[config.mk]
export PLATFORM = sky130hd
export DESIGN_NAME = timers_pwm_buzzer_ir
export DESIGN_NICKNAME = d
export VERILOG_FILES = /design/src/tmr_pkg.sv /design/src/timers_pwm_buzzer_ir.sv
export VERILOG_INCLUDE_DIRS = /design/src
export SDC_FILE = /design/constraint.sdc
export NUM_CORES = 1
export LEC_CHECK = 0
export ABC_AREA = 1
export BUFFER_PORTS_ARGS = -buffer_cell sky130_fd_sc_hd__buf_2
export CORE_UTILIZATION = 54
export CTS_BUF_LIST = sky130_fd_sc_hd__clkbuf_8
export CTS_CLUSTER_SIZE = 28
export DETAILED_ROUTE_END_ITERATION = 6
export PLACE_DENSITY_LB_ADDON = 0.05
export REMOVE_ABC_BUFFERS = 1
export SLEW_MARGIN = 20
export SYNTH_ARGS = -nofsm -noshare
export SYNTH_HDL_FRONTEND = slang
export SYNTH_SLANG_ARGS = --single-unit
export TNS_END_PERCENT = 100
[constraint.sdc]
create_clock -name clk -period 2.12 [get_ports clk]
set_clock_uncertainty 0.15 [all_clocks]
set_input_delay 0.106 -clock clk [delete_from_list [all_inputs] [get_ports clk]]
set_output_delay 0.106 -clock clk [all_outputs]
set_load 0.01 [all_outputs]
[src/tmr_defines.svh]
/*
 Constants for the timer, PWM, buzzer and IR carrier unit.
 Assumes a 250 MHz core clock; included by the design.
*/
`ifndef TMR_DEFINES_SVH
`define TMR_DEFINES_SVH
`define CLK_HZ          250000000
`define IR_38K_HZ       38000
`define IR_57K_HZ       57000
`define IR_38K_HALF     ((`CLK_HZ / `IR_38K_HZ) / 2)
`define IR_57K_HALF     ((`CLK_HZ / `IR_57K_HZ) / 2)
`define UP_RESET        8'h00
`define DOWN_RESET      8'hff
`define DOWN_UNDER      8'h00
`define DOWN_FULL       8'hff
`define BZ_SEL_BIT      3
`endif

[src/tmr_pkg.sv]
/*
 Types for the timer unit.
 Assumes tmr_defines.svh sits in the include path.
*/
`default_nettype none
package tmr_pkg;
   // Up-counter controls
   typedef struct packed {
      logic       enable;
      logic       sourceSelect;
      logic       lowClockSelect;
      logic       edgeSelect;
      logic       prescalerAssign;
      logic [2:0] ratio;
   } up_ctrl_t;
   // Down-counter controls
   typedef struct packed {
      logic       enable;
      logic       sourceSelect;
      logic       edgeSelect;
      logic       prescalerEnableN;
      logic [2:0] ratio;
      logic       oneShot;
      logic       reloadSelect;
   } down_ctrl_t;
   // Waveform controls
   typedef struct packed {
      logic       pwmOutputEnable;
      logic       pwmActiveLow;
      logic [7:0] pwmDuty;
      logic       buzzerEnable;
      logic [3:0] buzzerFreqSelect;
      logic       irEnable;
      logic       irFreqSelect;
      logic       irPolaritySelect;
   } wave_ctrl_t;
   typedef enum logic [1:0] {SRC_INST, SRC_EXT, SRC_LOW} up_src_t;
endpackage : tmr_pkg
`default_nettype wire

[src/timers_pwm_buzzer_ir.sv]
/*
 Timer unit: 8-bit up-counter with shared prescaler, 8-bit down-counter with
 own prescaler, PWM, buzzer and IR carrier. Assumes firmware writes arrive as
 one-cycle strobes; config options are static after reset.
*/
`timescale 1ns/1ps
`default_nettype none
`include "tmr_defines.svh"
module timers_pwm_buzzer_ir
(
   // Clock and reset
   input  wire logic              clk,
   input  wire logic              rst_b,
   // Control bits
   input  wire tmr_pkg::up_ctrl_t   upCtrl,
   input  wire tmr_pkg::down_ctrl_t downCtrl,
   input  wire tmr_pkg::wave_ctrl_t waveCtrl,
   input  wire logic              globalIrqEnable,
   input  wire logic              upIrqEnable,
   input  wire logic              downIrqEnable,
   // Configuration options
   input  wire logic              cfgAsyncClock,
   input  wire logic              cfgPinIsPwm,
   // Firmware writes
   input  wire logic              upWrite,
   input  wire logic              downWrite,
   input  wire logic [7:0]        writeData,
   input  wire logic              prescalerAssignWrite,
   input  wire logic              upFlagClear,
   input  wire logic              downFlagClear,
   // External sources
   input  wire logic              extCountClockPin,
   input  wire logic              lowSpeedOsc,
   input  wire logic              irPortData,
   // Status
   output logic [7:0]             upCount,
   output logic [7:0]             downCount,
   output logic [7:0]             downReload,
   output logic [7:0]             prescalerBCount,
   output logic                   upOverflowFlag,
   output logic                   downUnderflowFlag,
   output logic                   irqRequest,
   // Pins
   output logic                   sharedWaveOut,
   output logic                   sharedWaveOe,
   output logic                   irOut,
   output logic                   irOe
);
   import tmr_pkg::*;

   localparam int IR38 = `IR_38K_HALF;
   localparam int IR57 = `IR_57K_HALF;
   if (IR38 < 1 || IR57 < 1 || IR38 > 65535 || IR57 > 65535) $error("IR divider does not fit its counter");

   // Prescaler tap for ratio 1:2^(r+1); edge pick on a conditioned level, fall for high-to-low
   function automatic logic tap(input logic [7:0] cnt, input logic [2:0] r);
      tap = &(cnt | ~8'((9'h2 << r) - 9'h1));
   endfunction : tap
   function automatic logic edgeHit(input logic prev, input logic now, input logic fall);
      edgeHit = fall ? (prev & ~now) : (~prev & now);
   endfunction : edgeHit

   logic [2:0] extSync, lowSync;
   logic       extPrev, lowPrev, extAsyncPrev, lowAsyncPrev;

   // Three stages; a change counts once stages two and three agree
   always_ff @(posedge clk)
   begin
      if (!rst_b)
      begin
         extSync      <= 3'h0;
         lowSync      <= 3'h0;
         extPrev      <= 1'b0;
         lowPrev      <= 1'b0;
         extAsyncPrev <= 1'b0;
         lowAsyncPrev <= 1'b0;
      end
      else
      begin
         extSync      <= {extSync[1:0], extCountClockPin};
         lowSync      <= {lowSync[1:0], lowSpeedOsc};
         if (extSync[1] == extSync[2]) extPrev <= extSync[2];
         if (lowSync[1] == lowSync[2]) lowPrev <= lowSync[2];
         extAsyncPrev <= extSync[1]; // Async path is one stage earlier, still bound by the clock rate
         lowAsyncPrev <= lowSync[1];
      end
   end

   logic extNow, lowNow, extOld, lowOld, extTick, lowTick, upSrcTick, downSrcTick, upTick;
   up_src_t upSrc;
   always_comb
   begin
      extNow = cfgAsyncClock ? extSync[1] : extSync[2];
      lowNow = cfgAsyncClock ? lowSync[1] : lowSync[2];
      extOld = cfgAsyncClock ? extAsyncPrev : extPrev;
      lowOld = cfgAsyncClock ? lowAsyncPrev : lowPrev;
      if (!cfgAsyncClock && extSync[1] != extSync[2]) extNow = extPrev;
      if (!cfgAsyncClock && lowSync[1] != lowSync[2]) lowNow = lowPrev;
      // Edge select: 1 counts falling, 0 rising
      extTick = edgeHit(extOld, extNow, upCtrl.edgeSelect);
      lowTick = edgeHit(lowOld, lowNow, upCtrl.edgeSelect);
      if (!upCtrl.sourceSelect) upSrc = SRC_INST;
      else if (!upCtrl.lowClockSelect) upSrc = SRC_EXT;
      else upSrc = SRC_LOW;
      case (upSrc)
         SRC_INST: upSrcTick = 1'b1;
         SRC_EXT:  upSrcTick = extTick;
         SRC_LOW:  upSrcTick = lowTick;
         default:  upSrcTick = 1'b0;
      endcase
      downSrcTick = downCtrl.sourceSelect ? edgeHit(extOld, extNow, downCtrl.edgeSelect) : 1'b1;
   end

   // Prescaler A, cleared by any prescaler assignment write strobe
   logic [7:0] prescalerA;
   always_ff @(posedge clk)
   begin
      if (!rst_b || prescalerAssignWrite)
         prescalerA <= 8'h00;
      else if (upSrcTick && !upCtrl.prescalerAssign)
         prescalerA <= prescalerA + 8'h01;
   end
   assign upTick = upSrcTick && (upCtrl.prescalerAssign || tap(prescalerA, upCtrl.ratio));

   // Up counter and overflow flag; set beats clear
   always_ff @(posedge clk)
   begin
      if (!rst_b)
      begin
         upCount        <= `UP_RESET;
         upOverflowFlag <= 1'b0;
      end
      else
      begin
         if (upWrite) upCount <= writeData;
         else if (upCtrl.enable && upTick) upCount <= upCount + 8'h01;
         if (upCtrl.enable && upTick && !upWrite && upCount == 8'hff) upOverflowFlag <= 1'b1;
         else if (upFlagClear) upOverflowFlag <= 1'b0;
      end
   end

   // Prescaler B; bypassed when its active-low enable is 1
   logic downTick, presBOut, downRun, underflow;
   always_ff @(posedge clk)
   begin
      if (!rst_b)
         prescalerBCount <= 8'h00;
      else if (downSrcTick && downCtrl.enable)
         prescalerBCount <= prescalerBCount + 8'h01;
   end
   assign presBOut = downSrcTick && downCtrl.enable && tap(prescalerBCount, downCtrl.ratio);
   assign downTick = downCtrl.prescalerEnableN ? (downSrcTick && downCtrl.enable) : presBOut;
   assign underflow = downRun && downTick && downCount == `DOWN_UNDER;

   // Down counter with one-shot and continuous restart
   always_ff @(posedge clk)
   begin
      if (!rst_b)
      begin
         downCount         <= `DOWN_RESET;
         downReload        <= `DOWN_RESET;
         downRun           <= 1'b0;
         downUnderflowFlag <= 1'b0;
      end
      else
      begin
         if (downWrite)
         begin
            downCount  <= writeData;
            downReload <= writeData;
            downRun    <= 1'b1;
         end
         else if (underflow)
         begin
            if (downCtrl.oneShot) downRun <= 1'b0;
            else downCount <= downCtrl.reloadSelect ? downReload : `DOWN_FULL;
         end
         else if (downRun && downTick)
            downCount <= downCount - 8'h01;
         if (!downCtrl.enable || !downCtrl.oneShot) downRun <= downWrite || downCtrl.enable || downRun;
         if (underflow) downUnderflowFlag <= 1'b1;
         else if (downFlagClear) downUnderflowFlag <= 1'b0;
      end
   end

   // Interrupt request under the global gate
   always_ff @(posedge clk)
   begin
      if (!rst_b) irqRequest <= 1'b0;
      else irqRequest <= globalIrqEnable &&
         ((upOverflowFlag && upIrqEnable) || (downUnderflowFlag && downIrqEnable));
   end

   // PWM active while count is below duty; duty 0 never active
   logic pwmActive;
   assign pwmActive = downCount < waveCtrl.pwmDuty;

   // Buzzer toggles on divided prescaler or timer events
   logic [7:0] bzDiv;
   logic       bzLevel, bzSrc;
   assign bzSrc = waveCtrl.buzzerFreqSelect[`BZ_SEL_BIT] ? underflow : presBOut;
   always_ff @(posedge clk)
   begin
      if (!rst_b)
      begin
         bzDiv   <= 8'h00;
         bzLevel <= 1'b0;
      end
      else if (bzSrc)
      begin
         bzDiv <= bzDiv + 8'h01;
         if (tap(bzDiv, waveCtrl.buzzerFreqSelect[2:0])) bzLevel <= ~bzLevel;
      end
   end

   // Shared pin; config choice is a static input, not a register
   always_ff @(posedge clk)
   begin
      if (!rst_b)
      begin
         sharedWaveOut <= 1'b0;
         sharedWaveOe  <= 1'b0;
      end
      else if (cfgPinIsPwm)
      begin
         sharedWaveOe  <= waveCtrl.pwmOutputEnable;
         sharedWaveOut <= pwmActive ^ waveCtrl.pwmActiveLow;
      end
      else
      begin
         sharedWaveOe  <= waveCtrl.buzzerEnable;
         sharedWaveOut <= bzLevel;
      end
   end

   // IR carrier from the core clock; half-period counter
   logic [15:0] irDiv;
   logic        irCarrier;
   always_ff @(posedge clk)
   begin
      if (!rst_b || !waveCtrl.irEnable)
      begin
         irDiv     <= 16'h0000;
         irCarrier <= 1'b0;
      end
      else if (irDiv >= 16'((waveCtrl.irFreqSelect ? IR57 : IR38) - 1))
      begin
         irDiv     <= 16'h0000;
         irCarrier <= ~irCarrier;
      end
      else
         irDiv <= irDiv + 16'h0001;
   end

   // Carrier present when port data differs from polarity choice
   always_ff @(posedge clk)
   begin
      if (!rst_b)
      begin
         irOut <= 1'b0;
         irOe  <= 1'b0;
      end
      else
      begin
         irOe  <= waveCtrl.irEnable;
         irOut <= (irPortData ^ waveCtrl.irPolaritySelect) ? irCarrier : 1'b0;
      end
   end

   // Assertions
   property p_flag_sticky;
      @(posedge clk) disable iff (!rst_b) upOverflowFlag && !upFlagClear |=> upOverflowFlag;
   endproperty
   a_flag_sticky: assert property (p_flag_sticky) else $error("overflow flag dropped");
   property p_irq_gate;
      @(posedge clk) disable iff (!rst_b) !globalIrqEnable |=> !irqRequest;
   endproperty
   a_irq_gate: assert property (p_irq_gate) else $error("irq without global enable");
   property p_write_load;
      @(posedge clk) disable iff (!rst_b) downWrite |=> downCount == $past(writeData) && downReload == downCount;
   endproperty
   a_write_load: assert property (p_write_load) else $error("down write not loaded");
   property p_under_flag;
      @(posedge clk) disable iff (!rst_b) underflow |=> downUnderflowFlag;
   endproperty
   a_under_flag: assert property (p_under_flag) else $error("underflow flag missing");
   property p_ir_oe;
      @(posedge clk) disable iff (!rst_b) waveCtrl.irEnable |=> irOe;
   endproperty
   a_ir_oe: assert property (p_ir_oe) else $error("IR pin not output");
   property p_up_write;
      @(posedge clk) disable iff (!rst_b) upWrite |=> upCount == $past(writeData);
   endproperty
   a_up_write: assert property (p_up_write) else $error("up write not loaded");
   property p_pres_clear;
      @(posedge clk) disable iff (!rst_b) prescalerAssignWrite |=> prescalerA == 8'h00;
   endproperty
   a_pres_clear: assert property (p_pres_clear) else $error("prescaler not cleared");
   property p_reload_ff;
      @(posedge clk) disable iff (!rst_b)
         underflow && !downWrite && !downCtrl.oneShot && !downCtrl.reloadSelect |=> downCount == 8'hff;
   endproperty
   a_reload_ff: assert property (p_reload_ff) else $error("restart not from 0xFF");
   property p_duty_zero;
      @(posedge clk) disable iff (!rst_b) cfgPinIsPwm && waveCtrl.pwmDuty == 8'h00
         && !waveCtrl.pwmActiveLow |=> !sharedWaveOut;
   endproperty
   a_duty_zero: assert property (p_duty_zero) else $error("PWM active at duty 0");
   c_overflow: cover property (@(posedge clk) $rose(upOverflowFlag));
   c_underflow: cover property (@(posedge clk) underflow);
   c_ir: cover property (@(posedge clk) $rose(irCarrier));
endmodule : timers_pwm_buzzer_ir
`default_nettype wire

# Yosys cells after proc, flatten, opt, wreduce, memory -nomap -nowiden
# Index checks and enable logic that the tools add are counted.
# Widths: inputs -> output; s select.
# totals
register_bits,84
in_bits,58
out_inout_bits,39
wordCells,140
# classes
add_sub_neg,10
order_cmp,2
eq_ne,8
n_shift,3
mux,33
bitwise,18
reduce_logical,43
# ops
cell,n
$mux 8,7
$add 8x1->8 const B,4
$sub 8x1->8 const B,4
$not 8->8,3
$or 8x8->8,3
$shl 2x3->8 const A,3
$mux 1,22
$add 16x1->16 const B,1
$ge 16x16->1,1
$reduce_and 8->1,2
$logic_and 1x1->1,14
$sub 12x1->13 const B,1
$mux 11,1
$reduce_and 9->1,1
$reduce_bool 3->1,3
$eq 8x8->1 const B,1
$logic_not 8->1,1
$lt 8x8->1,1
$logic_not 1->1,7
$logic_or 1x1->1,7
$not 1->1,6
$reduce_and 2->1,3
$reduce_bool 2->1,3
$and 1x1->1,4
other kinds (10),14

# Depth between registers and ports, before layout
# logic_depth
ltp_word,15
depth_mapped,16
ltp_nobuf,16

# Worst setup path after synthesis
# No wires, ideal clock.
# synth_path
path_type,input -> register
from,input downCtrl[4] (netlist name)
to,register downCount[2]
setup_ns,0.122
arrival_ns,1.554
t_required_ns,1.848
slack_ns,0.294
cell_stages,16
n_path_buf,0
path_cell_list,inv_1 -> nand3_1 -> ha_1 -> nor2_1 -> nor2_1 -> nand2_1 -> nor2_1 -> nand3_1 -> nand2_1 -> nand2_2 -> nor2_4 -> nand2_4 -> nor2_4 -> nand2_1 -> nand3_1 -> nand3_1
# synth_via
elab_chain_len,11
elab_cells_between_ends,14
classes_between,add/sub: 1; eq/ne: 1; shift: 1; mux: 3; bitwise: 2; reduce/logical: 6
# synth_lines
element,line,rtl
"start, declared",timers_pwm_buzzer_ir.sv:16,"input wire tmr_pkg::down_ctrl_t downCtrl,"
$shl 2x3->8 (*),timers_pwm_buzzer_ir.sv:57,tap = &(cnt | ~8'((9'h2 << r) - 9'h1));
$sub 8x1->8 (*),timers_pwm_buzzer_ir.sv:57,
$not 8->8 (*),timers_pwm_buzzer_ir.sv:57,
$or 8x8->8 (*),timers_pwm_buzzer_ir.sv:57,
$reduce_and 8->1 (*),timers_pwm_buzzer_ir.sv:57,
$logic_and 1x1->1 (*),timers_pwm_buzzer_ir.sv:151,"assign presBOut = downSrcTick && downCtrl.enable && tap(prescalerBCount, downCtrl.ratio);"
$mux 1 (*),timers_pwm_buzzer_ir.sv:152,assign downTick = downCtrl.prescalerEnableN ? (downSrcTick && downCtrl.enable) : presBOut;
$logic_and 1x1->1 (*),"timers_pwm_buzzer_ir.sv:153, timers_pwm_buzzer_ir.sv:178",
$logic_and 1x1->1 (no source line),-,
"$ne 3x3->1 (no source line), or another cell as far along",-,
$reduce_and 2->1 (no source line) / $mux 8 (equally long branches),-,
"end signal, assigned",timers_pwm_buzzer_ir.sv:160,downCount <= `DOWN_RESET;
"end signal, assigned",timers_pwm_buzzer_ir.sv:176,else downCount <= downCtrl.reloadSelect ? downReload : `DOWN_FULL;
"end signal, assigned",timers_pwm_buzzer_ir.sv:179,downCount <= downCount - 8'h01;
"end, declared",timers_pwm_buzzer_ir.sv:37,"output logic [7:0] downCount,"
# Mark *: on every way between the ends. The rest lies on a longest branch, timed or not.
# A chain may end at the register's enable or synchronous reset.

# Worst setup path in the final report
# layout_path
from,input cfgPinIsPwm
to,register sharedWaveOe
# layout_via
elab_chain_len,1
# layout_lines
element,line,rtl
"start, declared",timers_pwm_buzzer_ir.sv:23,"input wire logic cfgPinIsPwm,"
$mux 1,timers_pwm_buzzer_ir.sv:224,else if (cfgPinIsPwm)
"end signal, assigned",timers_pwm_buzzer_ir.sv:226,sharedWaveOe <= waveCtrl.pwmOutputEnable;
"end signal, assigned",timers_pwm_buzzer_ir.sv:231,sharedWaveOe <= waveCtrl.buzzerEnable;
"end, declared",timers_pwm_buzzer_ir.sv:45,"output logic sharedWaveOe,"
# No other way between the ends.

==> impl_metrics.ini <==
[sta]
grt_setup_unrepaired = yes
setup_viol = 0
fmax_ghz = 0.501
slew_viol_final = 0
period_share = 0.941
holdWs_ps = 3.63
finalHoldViolCount = 0
min_period_ps = 2000
fin_tns_setup_ps = 0

[synthesis]
synth_top_area_frac = 0.355
synthTopCellsByArea = dfxtp_1, nand2_1, inv_1
synthSimpleGateAreaFrac = 0.311
syn_area_um2 = 4630
synth-edff-count = 0
yosysSeqAreaShare = 0.355
synth.distinct_cells = 47
ys_seq_elements = 82
synth_ff_type = dfxtp_1
synth_compound_area_frac = 0.132
synth-adder-area-share = 0.0595
yosys_warnings = 0
yosysTopAreaCell = dfxtp_1
postSynthAreaPerCell_um2 = 7.01
synth_top_family_by_area = simple AND/OR/NAND/NOR gates
muxShareOfSynthArea = 0
async_reset_ff_frac = 0
synth_cells = 660
synth-xor-area-share = 0.0454

[cells_and_area]
final_util = 0.707
final_cells = 913
final_common_cell = nand2_1
mostFrequentLayoutCells = nand2_1, buf_2, inv_1
antenna_cells = 0
finalNetCount = 883
syn2layout_area_growth_pct = 26.1
drive_above_1_share = 0.196
fillCellCount = 714

[power]
ir_drop_v = 0.000328
p_leak_nw = 2.75
p_per_area_nw_per_um2 = 571
total_power_mw = 3.33

[worst_hold_path]
hold_path_startpoint = downWrite
hp-class = input pin to flop
holdPathEnd = downReload[5]
min_path_cells = 2

[placed_design]
placed_cells_incl_taps = 858
numPortBuffers = 96
dp_hpwl_um = 7990
place_congestion = 0.906

[worst_setup_path]
critical_path_class = input pin to flop
required_ps = 2280
reg2reg_from = downCount[0]
crit_path_start_kind = input pin
max_stage_delay_ps = 560
cp.arrival_ps = 2150
r2r_cells = 10
path_buf_inv = 5
path_max_fanout = 3
regToRegEndpoint = downCount[5]
crit_path_end_kind = flop
regToRegSetupSlack_ps = 140
worst_path_max_delay_cell = dlygate4sd3_1
cpMostUsedCell = dlygate4sd3_1
cp_cell_sequence = dlygate4sd3_1 > buf_2 > inv_1 > nor2_1 > dlygate4sd3_1 > nor2_1 > dlygate4sd3_1
cpLargestDelayFamily = buffers and inverters

[route]
routedWlPerCell_um = 12.3
drtPass1Iterations = 4
drtIter0Drc = 140
ant_nets = 0
avgViaCountPerCell = 5.15
wl_um = 11200
vias = 4703
drc = 0

[clocking]
clk_pin_slew_ps = 100
numCtsBuffers = 9
clkLatencyLatePin_ps = 360
cts_root_buf = clkbuf_8
clk_path_buf_depth = 2
cts_num_sinks = 82
cts_tree = yes
htreeDepth = 3

[die]
start_util = 0.560
core_um2 = 8260
boundaryPins = 97
rows = 33
die_x_um = 94.6
die_area_um2 = 8940
die_y_um = 94.6

[global_route]
grt_pass1_wl_um = 18200
gr-total-overflow = 0
grt_use_total = 0.254
antenna_found_initial = 0
grt_max_degree = 20
grt_pass1_vias = 4224

[run_status]
status = complete, no violations

[flow_run]
drv_cap = 0
[report_power, final]
group / total (mW) / switching, mW / internal (mW)
combinational: 0.494 / 0.270 / 0.224
clock: 1.20 / 0.634 / 0.564
sequential: 1.64 / 0.0491 / 1.59
[logic make-up (layout without fill, tap and decap cells)]
kind of cell    Yosys count  after routing
buf+inv                 108            253
fa+ha+maj                22             22
xor+xnor                 24             24
other cells               1              3
compound gates          117            117
flops                    82             82
simple gates            306            307
[worst max-delay path by stage]
stage | cells after the start | from | end | slack (ps)
floorplan | 16 | downCtrl[4] | downCount[2] | 290
global placement | 17 | downCtrl[3] | downCount[2] | 40
detailed placement | 17 | downCtrl[3] | downCount[6] | -50
CTS | 9 | downCount[0] | bzDiv[1] | 70
global route | 11 | irDiv[1] | irDiv[12] | -30
finish | 7 | cfgPinIsPwm | sharedWaveOe | 120
[synthesized netlist by cell type, types with 3 or more instances]
master    instances
a21oi_1          61
clkbuf_1          6
dfxtp_1          82
ha_1             22
inv_1            92
nand2_1         139
nand2_4           3
nand3_1          58
nand3_2           3
nand4_1          10
nor2_1           48
nor2_2            3
nor3_1           14
nor3b_1          10
nor4_1            3
o21ai_0          44
xnor2_1          10
xor2_1           14
[per-layer routing]
layer,up-vias,GRT usage,wire (um)
met5,-,0,0
met4,0,0.0997,163
met3,12,0.0330,433
met2,105,0.427,5220
met1,2132,0.330,5410
li1,2454,-,-
[registers in the layout, summed over array words and instances, names as in the netlist, 3 cells and up]
signal,flops
downCount,8
upCount,8
downReload,8
irDiv,16
lowSync,3
prescalerBCount,8
bzDiv,8
prescalerA,8
extSync,3
[metrics by stage]
step | setup WS (ps) | instance area, um^2
floorplan | 293 | 4540
global placement | 35.2 | 5220
detailed placement | -53.6 | 5220
CTS | 73.4 | 5740
global route | -28.1 | 5830
finish | 125 | 5830
[area by class of cell]
cell class	count	area, um^2	share of cell area
Sequential cell	82	1650	0.282
Clock buffer	9	124	0.0212
Clock inverter	7	81.3	0.0139
Inverter	94	353	0.0605
Multi-Input combinational cell	473	2580	0.443
Tap cell	105	131	0.0225
Timing Repair Buffer	143	913	0.157
[repair_timing]
item,CTS,global route
hold buffers,32,0
setup buffers,0,6
hold endpoints to repair,43,0
gates resized for setup,0,13
endpoints found under the setup margin,0,13
Power figures use the tool's default switching activity.
